File: config.mk
export PLATFORM = sky130hd
export DESIGN_NAME = mtmr_modulo_timer
export DESIGN_NICKNAME = d
export VERILOG_FILES = /design/src/rtl/mtmr_pkg.sv /design/src/rtl/mtmr_modulo_timer.sv
export VERILOG_INCLUDE_DIRS = /design/src /design/src/rtl
export SDC_FILE = /design/constraint.sdc
export NUM_CORES = 1
export LEC_CHECK = 0
export BUFFER_PORTS_ARGS = -buffer_cell sky130_fd_sc_hd__buf_2
export CAP_MARGIN = 20
export CORE_MARGIN = 2
export CORE_UTILIZATION = 52
export DETAILED_ROUTE_END_ITERATION = 12
export PLACE_DENSITY = 0.86
export SYNTH_ARGS = -nofsm -noshare
export SYNTH_HDL_FRONTEND = slang
export SYNTH_SLANG_ARGS = --single-unit
File: constraint.sdc
create_clock -name ref_clk -period 2.65 [get_ports ref_clk]
set_input_delay 0.795 -clock ref_clk [delete_from_list [all_inputs] [get_ports ref_clk]]
set_output_delay 0.795 -clock ref_clk [all_outputs]
set_load 0.005 [all_outputs]
File: src/rtl/mtmr_defines.svh
// Offsets, field positions, reset values and counts of the modulo timer.
// Assumes inclusion by the timer module and the test bench only.
`ifndef MTMR_DEFINES_SVH
`define MTMR_DEFINES_SVH

// ----------------------------------------
// Register byte offsets
// ----------------------------------------
`define MTMR_OFF_STATUS_CONTROL 12'h000
`define MTMR_OFF_CLOCK_CONFIG 12'h004
`define MTMR_OFF_COUNT_VALUE 12'h008
`define MTMR_OFF_MODULO_LIMIT 12'h00c

// ----------------------------------------
// Field positions
// ----------------------------------------
`define MTMR_SC_OVF_BIT 7
`define MTMR_SC_IRQEN_BIT 6
`define MTMR_SC_CLR_BIT 5
`define MTMR_SC_HALT_BIT 4
`define MTMR_CLK_SRC_HI 5
`define MTMR_CLK_SRC_LO 4
`define MTMR_CLK_PS_HI 3
`define MTMR_CLK_PS_LO 0

// ----------------------------------------
// Reset values and counts
// ----------------------------------------
`define MTMR_RST_HALT 1'b1
`define MTMR_RST_SRC 2'h0
`define MTMR_RST_PS 4'h0
`define MTMR_RST_COUNT 8'h00
`define MTMR_RST_MODULO 8'h00
`define MTMR_PS_MAX_CODE 4'h8
`define MTMR_PS_WIDTH 8

`endif

File: src/rtl/mtmr_pkg.sv
// Types shared by the modulo timer.
// Assumes the defines header sits beside it.
package mtmr_pkg;
   // Clock source select codes
   typedef enum logic [1:0] {
      MTMR_SRC_BUS = 2'h0,
      MTMR_SRC_FIXED = 2'h1,
      MTMR_SRC_PIN_FALL = 2'h2,
      MTMR_SRC_PIN_RISE = 2'h3
   } mtmr_src_t;

   // Power state, one-hot
   typedef enum logic [2:0] {
      MTMR_PWR_RUN = 3'b001,
      MTMR_PWR_STOP = 3'b010,
      MTMR_PWR_DEBUG = 3'b100
   } mtmr_pwr_t;
endpackage

File: src/rtl/mtmr_modulo_timer.sv
// Modulo timer: 8-bit up-counter, prescaler, four registers on APB.
// Assumes a 10 MHz ref_clk as bus clock; the pin and the fixed clock
// come from other domains and are synchronised here.
//
// The APB interface to the registers and the placing of the registers were left to the implementer.
`timescale 1ns/10ps
`include "mtmr_defines.svh"

// Notes on behaviour
// - Eight-bit up-counter, free-running or wrapping at a programmable modulo value.
// - Source codes 11 and 10 count from the external count pin.
// - Pin may feed this timer and the other timer simultaneously.
// - Sources: bus clock, fixed clock rising, pin rising, pin falling.
// - Prescaler divides by 1, 2, 4, 8, 16, 32, 64, 128 or 256.
// - Counting continues during wait mode if enabled beforehand.
// - Stop modes halt everything; never a wake-up source.
// - Leaving deep stop, or light stop by reset, gives full reset state.
// - Leaving light stop by interrupt keeps state; counting resumes.
// - Debug mode suspends counting; resume from held value.
// - Pin is synchronised to the bus clock before edge detection.
// - Overflow flag, bit 7, sets when count wraps past modulo.
// - Flag clears by reading it set, then writing zero.
// - Clear bit write or modulo write also clears the flag.
// - Interrupt asserted while enable bit 6 and flag both set.
// - Write-only bit 5 clears counter and flag; reads zero.
// - Halt bit 4 holds the counter; resumes when cleared.
// - Halt bit is set after reset.
// - Status bits 3 to 0 read zero.
// - Four 8-bit registers: status, clock config, count, modulo.
// - Source 00 bus, 01 fixed, 10 pin falling, 11 pin rising.
// - Prescale code n divides by two to the n; above 8 is 256.
// - Count equal to nonzero modulo wraps to zero, sets flag.
// - Modulo zero means free-running; modulo resets to zero.
module mtmr_modulo_timer
   import mtmr_pkg::*;
#(
   parameter int PS_WIDTH = `MTMR_PS_WIDTH
) (
   input wire logic ref_clk,
   input wire logic rst,
   input wire logic psel,
   input wire logic penable,
   input wire logic pwrite,
   input wire logic [11:0] paddr,
   input wire logic [31:0] pwdata,
   output logic [31:0] prdata,
   output logic pready,
   output logic pslverr,
   input wire logic ext_count_pin,
   input wire logic fixed_freq_clock,
   input wire logic stop_mode,
   input wire logic deep_stop_wake,
   input wire logic debug_active,
   output logic timer_irq,
   output logic [7:0] count_out
);

   // ----------------------------------------
   // Registers and state
   // ----------------------------------------
   logic overflowFlag;
   logic irqEnable;
   logic counterHalt;
   mtmr_src_t clockSource;
   logic [3:0] prescaleSelect;
   logic [7:0] countValue;
   logic [7:0] moduloValue;
   logic flagSeenSet;
   logic [PS_WIDTH-1:0] prescaler;
   mtmr_pwr_t pwrState;
   logic pinSync1;
   logic pinSync2;
   logic pinLast;
   logic fixSync1;
   logic fixSync2;
   logic fixLast;
   logic deepReset;

   // ----------------------------------------
   // Bus decode
   // ----------------------------------------
   logic access;
   logic wrAccess;
   logic rdAccess;
   logic offScs;
   logic offClk;
   logic offCnt;
   logic offMod;
   logic mapped;
   assign access = psel && penable;
   assign wrAccess = access && pwrite;
   assign rdAccess = access && !pwrite;
   assign offScs = paddr == `MTMR_OFF_STATUS_CONTROL;
   assign offClk = paddr == `MTMR_OFF_CLOCK_CONFIG;
   assign offCnt = paddr == `MTMR_OFF_COUNT_VALUE;
   assign offMod = paddr == `MTMR_OFF_MODULO_LIMIT;
   assign mapped = offScs || offClk || offCnt || offMod;

   logic scWrite;
   logic clearWrite;
   logic modWrite;
   logic softClear;
   assign scWrite = wrAccess && offScs;
   assign clearWrite = scWrite && pwdata[`MTMR_SC_CLR_BIT];
   assign modWrite = wrAccess && offMod;
   assign softClear = clearWrite || modWrite;

   // ----------------------------------------
   // Power state
   // ----------------------------------------
   // Deep stop wake is a full reset of the block; light stop keeps state
   always_ff @(posedge ref_clk or posedge rst) begin
      if (rst) begin
         pwrState <= MTMR_PWR_RUN;
      end else begin
         case (pwrState)
            MTMR_PWR_RUN: begin
               if (stop_mode) begin
                  pwrState <= MTMR_PWR_STOP;
               end else if (debug_active) begin
                  pwrState <= MTMR_PWR_DEBUG;
               end
            end
            MTMR_PWR_STOP: begin
               if (!stop_mode) begin
                  pwrState <= MTMR_PWR_RUN;
               end
            end
            MTMR_PWR_DEBUG: begin
               if (stop_mode) begin
                  pwrState <= MTMR_PWR_STOP;
               end else if (!debug_active) begin
                  pwrState <= MTMR_PWR_RUN;
               end
            end
            default: begin
               pwrState <= MTMR_PWR_RUN;
            end
         endcase
      end
   end

   // Deep stop exit marker, acted on as a synchronous block reset
   always_ff @(posedge ref_clk or posedge rst) begin
      if (rst) begin
         deepReset <= 1'b0;
      end else begin
         deepReset <= stop_mode && deep_stop_wake;
      end
   end

   // ----------------------------------------
   // Source synchronisers and edges
   // ----------------------------------------
   // Pin edges only reliable up to a quarter of the bus rate
   always_ff @(posedge ref_clk or posedge rst) begin
      if (rst) begin
         pinSync1 <= 1'b0;
         pinSync2 <= 1'b0;
         pinLast <= 1'b0;
         fixSync1 <= 1'b0;
         fixSync2 <= 1'b0;
         fixLast <= 1'b0;
      end else begin
         pinSync1 <= ext_count_pin;
         pinSync2 <= pinSync1;
         pinLast <= pinSync2;
         fixSync1 <= fixed_freq_clock;
         fixSync2 <= fixSync1;
         fixLast <= fixSync2;
      end
   end

   // Pin is only sampled, so other timers may share it
   logic pinRise;
   logic pinFall;
   logic fixRise;
   logic srcTick;
   assign pinRise = pinSync2 && !pinLast;
   assign pinFall = !pinSync2 && pinLast;
   assign fixRise = fixSync2 && !fixLast;

   // ----------------------------------------
   // Clock source select
   // ----------------------------------------
   // Unused codes cannot occur, but fall back to the bus clock
   always_comb begin
      case (clockSource)
         MTMR_SRC_BUS: srcTick = 1'b1;
         MTMR_SRC_FIXED: srcTick = fixRise;
         MTMR_SRC_PIN_FALL: srcTick = pinFall;
         MTMR_SRC_PIN_RISE: srcTick = pinRise;
         default: srcTick = 1'b1;
      endcase
   end

   // ----------------------------------------
   // Prescaler
   // ----------------------------------------
   logic running;
   logic [PS_WIDTH-1:0] psMask;
   logic [3:0] psCode;
   logic countTick;
   // Wait mode needs no input: the timer simply keeps running
   assign running = !counterHalt && (pwrState == MTMR_PWR_RUN);
   assign psCode = (prescaleSelect > `MTMR_PS_MAX_CODE) ? `MTMR_PS_MAX_CODE
      : prescaleSelect;

   genvar gi;
   generate
      for (gi = 0; gi < PS_WIDTH; gi++) begin : g_mask
         assign psMask[gi] = (gi < psCode);
      end
   endgenerate

   // Tick when all selected low prescaler bits are ones
   assign countTick = running && srcTick && ((prescaler & psMask) == psMask);

   always_ff @(posedge ref_clk or posedge rst) begin
      if (rst) begin
         prescaler <= '0;
      end else if (deepReset || softClear) begin
         prescaler <= '0;
      end else if (running && srcTick) begin
         prescaler <= prescaler + 1'b1;
      end
   end

   // ----------------------------------------
   // Counter and overflow
   // ----------------------------------------
   logic wrapNow;
   assign wrapNow = countTick && (moduloValue != 8'h00) && (countValue == moduloValue);
   logic rollNow;
   assign rollNow = countTick && (moduloValue == 8'h00) && (countValue == 8'hff);

   always_ff @(posedge ref_clk or posedge rst) begin
      if (rst) begin
         countValue <= `MTMR_RST_COUNT;
      end else if (deepReset || softClear) begin
         countValue <= `MTMR_RST_COUNT;
      end else if (wrapNow) begin
         countValue <= 8'h00;
      end else if (countTick) begin
         countValue <= countValue + 8'h01;
      end
   end

   // A clear bit or modulo write beats a set in the same cycle; a set beats the flag clear write
   logic flagClearWrite;
   assign flagClearWrite = scWrite && flagSeenSet && !pwdata[`MTMR_SC_OVF_BIT];
   always_ff @(posedge ref_clk or posedge rst) begin
      if (rst) begin
         overflowFlag <= 1'b0;
      end else if (deepReset) begin
         overflowFlag <= 1'b0;
      end else if ((wrapNow || rollNow) && !softClear) begin
         overflowFlag <= 1'b1;
      end else if (softClear || flagClearWrite) begin
         overflowFlag <= 1'b0;
      end
   end


   // ----------------------------------------
   // Flag clear handshake
   // ----------------------------------------
   // Arms only on the flag value actually returned: a flag that set
   // between setup and access was never seen, so it must not be cleared
   logic statusSawFlag;
   assign statusSawFlag = rdAccess && offScs && prdata[`MTMR_SC_OVF_BIT];
   always_ff @(posedge ref_clk or posedge rst) begin
      if (rst) begin
         flagSeenSet <= 1'b0;
      end else if (deepReset || !overflowFlag) begin
         flagSeenSet <= 1'b0;
      end else if (statusSawFlag) begin
         flagSeenSet <= 1'b1;
      end else if (scWrite) begin
         flagSeenSet <= 1'b0;
      end
   end

   // ----------------------------------------
   // Control registers
   // ----------------------------------------
   always_ff @(posedge ref_clk or posedge rst) begin
      if (rst) begin
         irqEnable <= 1'b0;
         counterHalt <= `MTMR_RST_HALT;
      end else if (deepReset) begin
         irqEnable <= 1'b0;
         counterHalt <= `MTMR_RST_HALT;
      end else if (scWrite) begin
         irqEnable <= pwdata[`MTMR_SC_IRQEN_BIT];
         counterHalt <= pwdata[`MTMR_SC_HALT_BIT];
      end
   end

   always_ff @(posedge ref_clk or posedge rst) begin
      if (rst) begin
         clockSource <= mtmr_src_t'(`MTMR_RST_SRC);
         prescaleSelect <= `MTMR_RST_PS;
      end else if (deepReset) begin
         clockSource <= mtmr_src_t'(`MTMR_RST_SRC);
         prescaleSelect <= `MTMR_RST_PS;
      end else if (wrAccess && offClk) begin
         clockSource <= mtmr_src_t'(pwdata[`MTMR_CLK_SRC_HI:`MTMR_CLK_SRC_LO]);
         prescaleSelect <= pwdata[`MTMR_CLK_PS_HI:`MTMR_CLK_PS_LO];
      end
   end

   always_ff @(posedge ref_clk or posedge rst) begin
      if (rst) begin
         moduloValue <= `MTMR_RST_MODULO;
      end else if (deepReset) begin
         moduloValue <= `MTMR_RST_MODULO;
      end else if (modWrite) begin
         moduloValue <= pwdata[7:0];
      end
   end

   // ----------------------------------------
   // Read data and bus answer
   // ----------------------------------------
   logic [7:0] next_rdByte;
   always_comb begin
      next_rdByte = 8'h00;
      if (offScs) begin
         // Clear bit and low nibble always read zero
         next_rdByte = {overflowFlag, irqEnable, 1'b0, counterHalt, 4'h0};
      end else if (offClk) begin
         next_rdByte = {2'h0, clockSource, prescaleSelect};
      end else if (offCnt) begin
         next_rdByte = countValue;
      end else if (offMod) begin
         next_rdByte = moduloValue;
      end
   end

   // No wait state: answer in the first access cycle after setup
   always_ff @(posedge ref_clk or posedge rst) begin
      if (rst) begin
         pready <= 1'b0;
         pslverr <= 1'b0;
         prdata <= 32'h0000_0000;
      end else begin
         pready <= psel && !penable;
         pslverr <= psel && !penable && !mapped;
         if (psel && !penable && !pwrite) begin
            prdata <= {24'h00_0000, next_rdByte};
         end
      end
   end

   // Writes take effect only at the completing edge
   // ----------------------------------------
   // Outputs
   // ----------------------------------------
   always_ff @(posedge ref_clk or posedge rst) begin
      if (rst) begin
         timer_irq <= 1'b0;
         count_out <= 8'h00;
      end else begin
         timer_irq <= irqEnable && overflowFlag;
         count_out <= countValue;
      end
   end

endmodule // mtmr_modulo_timer

==> flow_summary.yaml <==
synth:
  async_flop_share_pct: 100
  synth_warnings: 0
  yosysUniqueCellTypes: 56
  postSynthAreaPerCell_um2: 11.0
  synth-edff-count: 0
  synth_seq_cells: 63
  netlist_area_um2: 3270
  synth_flop_cell: "dfrtp_1"
  ys_seq_area_share_pct: 48.3
  syn_inst: 297
pwr:
  p_leak_nw: 1.81
  powerDensity_nw_per_um2: 539
  irDropWorstVdd_v: 0.000468
worst_hold_path:
  hold_end: "pinSync2$_DFF_PP0_"
  hold_class: "reg2reg"
  hold_depth: 0
  worstHoldStart: "pinSync1$_DFF_PP0_"
clock_tree:
  cts-root-buf: "clkbuf_8"
  cts_tree: "built"
  clk_latency_ns: 0.34
  clock_sinks: 63
  cts_made_buffers: 9
  path_clk_slew_ns: 0.07
  cts.path.max_buffers: 2
  cts_hold_buf: 0
  ctsResizeCount: 0
  cts_setup_buffers: 0
  htreeDepth: 3
routing:
  drc_errors: 0
  avgViaCountPerCell: 5.51
  drtIter0Drc: 191
  firstDrtPassIters: 4
  drt_wl_total_um: 6530
  ant_nets: 0
  wl_per_cell_um: 15.1
  vias: 2385
place:
  place_area_um2: 3540
  port_buffers: 48
  dpl.hpwl_um: 4650
  gp_congestion: 0.848
sta:
  fin_worst_skew_ns: 0.00544
  worst_slew_pin_slew_ns: 0.581
  fin_setup_tns_ns: 0
  setup_viol: 0
  finalCritPeriodShare_pct: 82.2
  period_needed_ns: 2.18
  hold_viol_final: 0
  slew-limit-headroom_pct: 61.2
  grt_setup_unrepaired: "false"
  drv_slew: 0
  fmax_mhz: 459
global_routing:
  grt_pass1_wl_um: 10900
  grt_pass1_vias: 2307
  grt-ovfl-total: 0
  grt_max_degree: 39
  grt_usage_pct: 19.8
  antenna_found_initial: 0
final_layout:
  area_delta_synth_final_pct: 14.2
  num-fill-cells: 485
  seq_area_um2: 1580
  multi_input_area_um2: 1520
  antenna_cells: 0
  fin_nets: 410
  stdcell_area_um2: 3730
  layout-drive-gt1-share_pct: 27.4
setup_path:
  cp-end-kind: "flop"
  r2r_slack_ns: 0.53
  critPathLaunch: "paddr[9]"
  cp.required_ns: 2.88
  worstPathMaxFanout: 14
  timing.rr.start: "pwrState[0]$_DFFE_PP1P_"
  r2r_end: "countValue[3]$_DFFE_PP0P_"
  reg2regPathDepth: 5
  path_class: "in2reg"
  cp.arrival_ns: 2.41
  worst_setup_path_start_kind: "input port"
floorplanning:
  io-pin-count: 97
  initial_core_util_pct: 54.6
  die_area_um2: 6940
  rows: 28
  die_h_um: 83.3
  design.core.area_um2: 5990
  die_w_um: 83.3
status:
  status: "completed"
flow_run:
  maxCapViolCount: 0
-- stage by stage --
stage	hold WS, ns	setup WS, ns	std cells	total power [mW]	utilization [%]
floorplan	0.331	0.289	320	1.16	-
finish	0.349	0.473	433	2.01	62.3
CTS	0.352	0.493	433	2.03	62.3
detailed placement	0.337	0.128	418	1.20	59.0
global placement	0.332	0.181	418	1.18	59.0
global route	0.360	0.388	433	2.09	62.3
-- metal layers --
layer	share of wire, %	GRT usage [%]
met1	44	25.8
met2	48	31.5
met3	5.7	4.87
met4	2.0	8.49
met5	0	0
-- critical path: stages --
cell	delay, ns
buf_2	0.10
nor4_2	0.41
nand4_2	0.27
o21bai_4	0.20
or2_1	0.12
buf_4	0.21
o22ai_1	0.12
a21o_1	0.19
-- power breakdown --
| part | leakage (nW) | switching (mW) | internal [mW] |
|---|---|---|---|
| logic | 0.857 | 0.0883 | 0.0645 |
| clock network | 0.0985 | 0.353 | 0.479 |
| registers | 0.855 | 0.0327 | 0.993 |
| total | 1.81 | 0.474 | 1.54 |
-- how the worst max path moves through the flow --
stage	to	slack (ns)	depth (start not counted)
floorplan	clockSource[0]$_DFFE_PP0P_	0.29	1
global placement	countValue[2]$_DFFE_PP0P_	0.18	8
detailed placement	countValue[3]$_DFFE_PP0P_	0.13	8
CTS	countValue[3]$_DFFE_PP0P_	0.49	8
global route	countValue[3]$_DFFE_PP0P_	0.39	8
finish	countValue[3]$_DFFE_PP0P_	0.47	8
-- cells by family after synthesis --
group                      Yosys count  share of synthesized area (%)
other                                1                          0.115
AOI/OAI and AO/OA                   45                           10.5
and+or+nand+nor                    106                           20.2
xor gates and xnor gates            17                           4.55
adders and majority gates            2                          0.765
buffers and inverters               40                           7.96
DFF                                 63                           48.3
muxes                               23                           7.58
-- synthesized netlist by cell type (3+ instances only) --
library cell  instances  area share (%)
nand3_1               6            0.92
nor2_1               33             3.8
nor3_1                4            0.61
inv_1                 5            0.57
o22ai_1               7             1.3
mux2_2                4             1.4
a22oi_1               5             1.1
nor4b_2               5             2.3
nand2_1              14             1.6
and2_1                4            0.77
a21o_1                8             1.8
dfrtp_1              61              47
nor2b_1               4            0.77
xor2_1                7             1.9
mux2i_1              18             5.5
a31oi_1               3            0.57
buf_4                25             5.7
o31ai_1               8             1.8
o21ai_0               3            0.46
xnor2_1              10             2.7
nand4_1               5            0.96
a21oi_1               3            0.46
and3_1                7             1.3
nand2b_1              3            0.57
clkbuf_1              5            0.57
-- sequential cells by signal (all words and copies together), names as in the netlist, 2 cells and up --
name	flops
clockSource	2
prdata	8
prescaler	8
countValue	8
moduloValue	8
prescaleSelect	4
pwrState	3
count_out	8
-- placed cells by master, fill, tap and decap left out, types with 5 or more instances in the layout --
cell type,instances
xor2_1,7
nand4_1,5
conb_1,24
a21o_1,8
dfrtp_1,61
and3_1,7
o31ai_1,8
xnor2_1,10
o22ai_1,7
nor2_1,33
clkbuf_8,11
nand2_1,14
mux2i_1,18
buf_4,9
nor4b_2,5
nand3_1,6
buf_2,48
a22oi_1,5
-- area by class of cell --
cell class                      instances  share of cell area [%]
Multi-Input combinational cell        217                    40.6
Clock buffer                           12                    4.16
Timing Repair Buffer                   58                    8.78
Clock inverter                          3                    1.14
Sequential cell                        63                    42.3
Inverter                                5                   0.503
Tap cell                               75                    2.51
(Power assumes the default switching activity.)
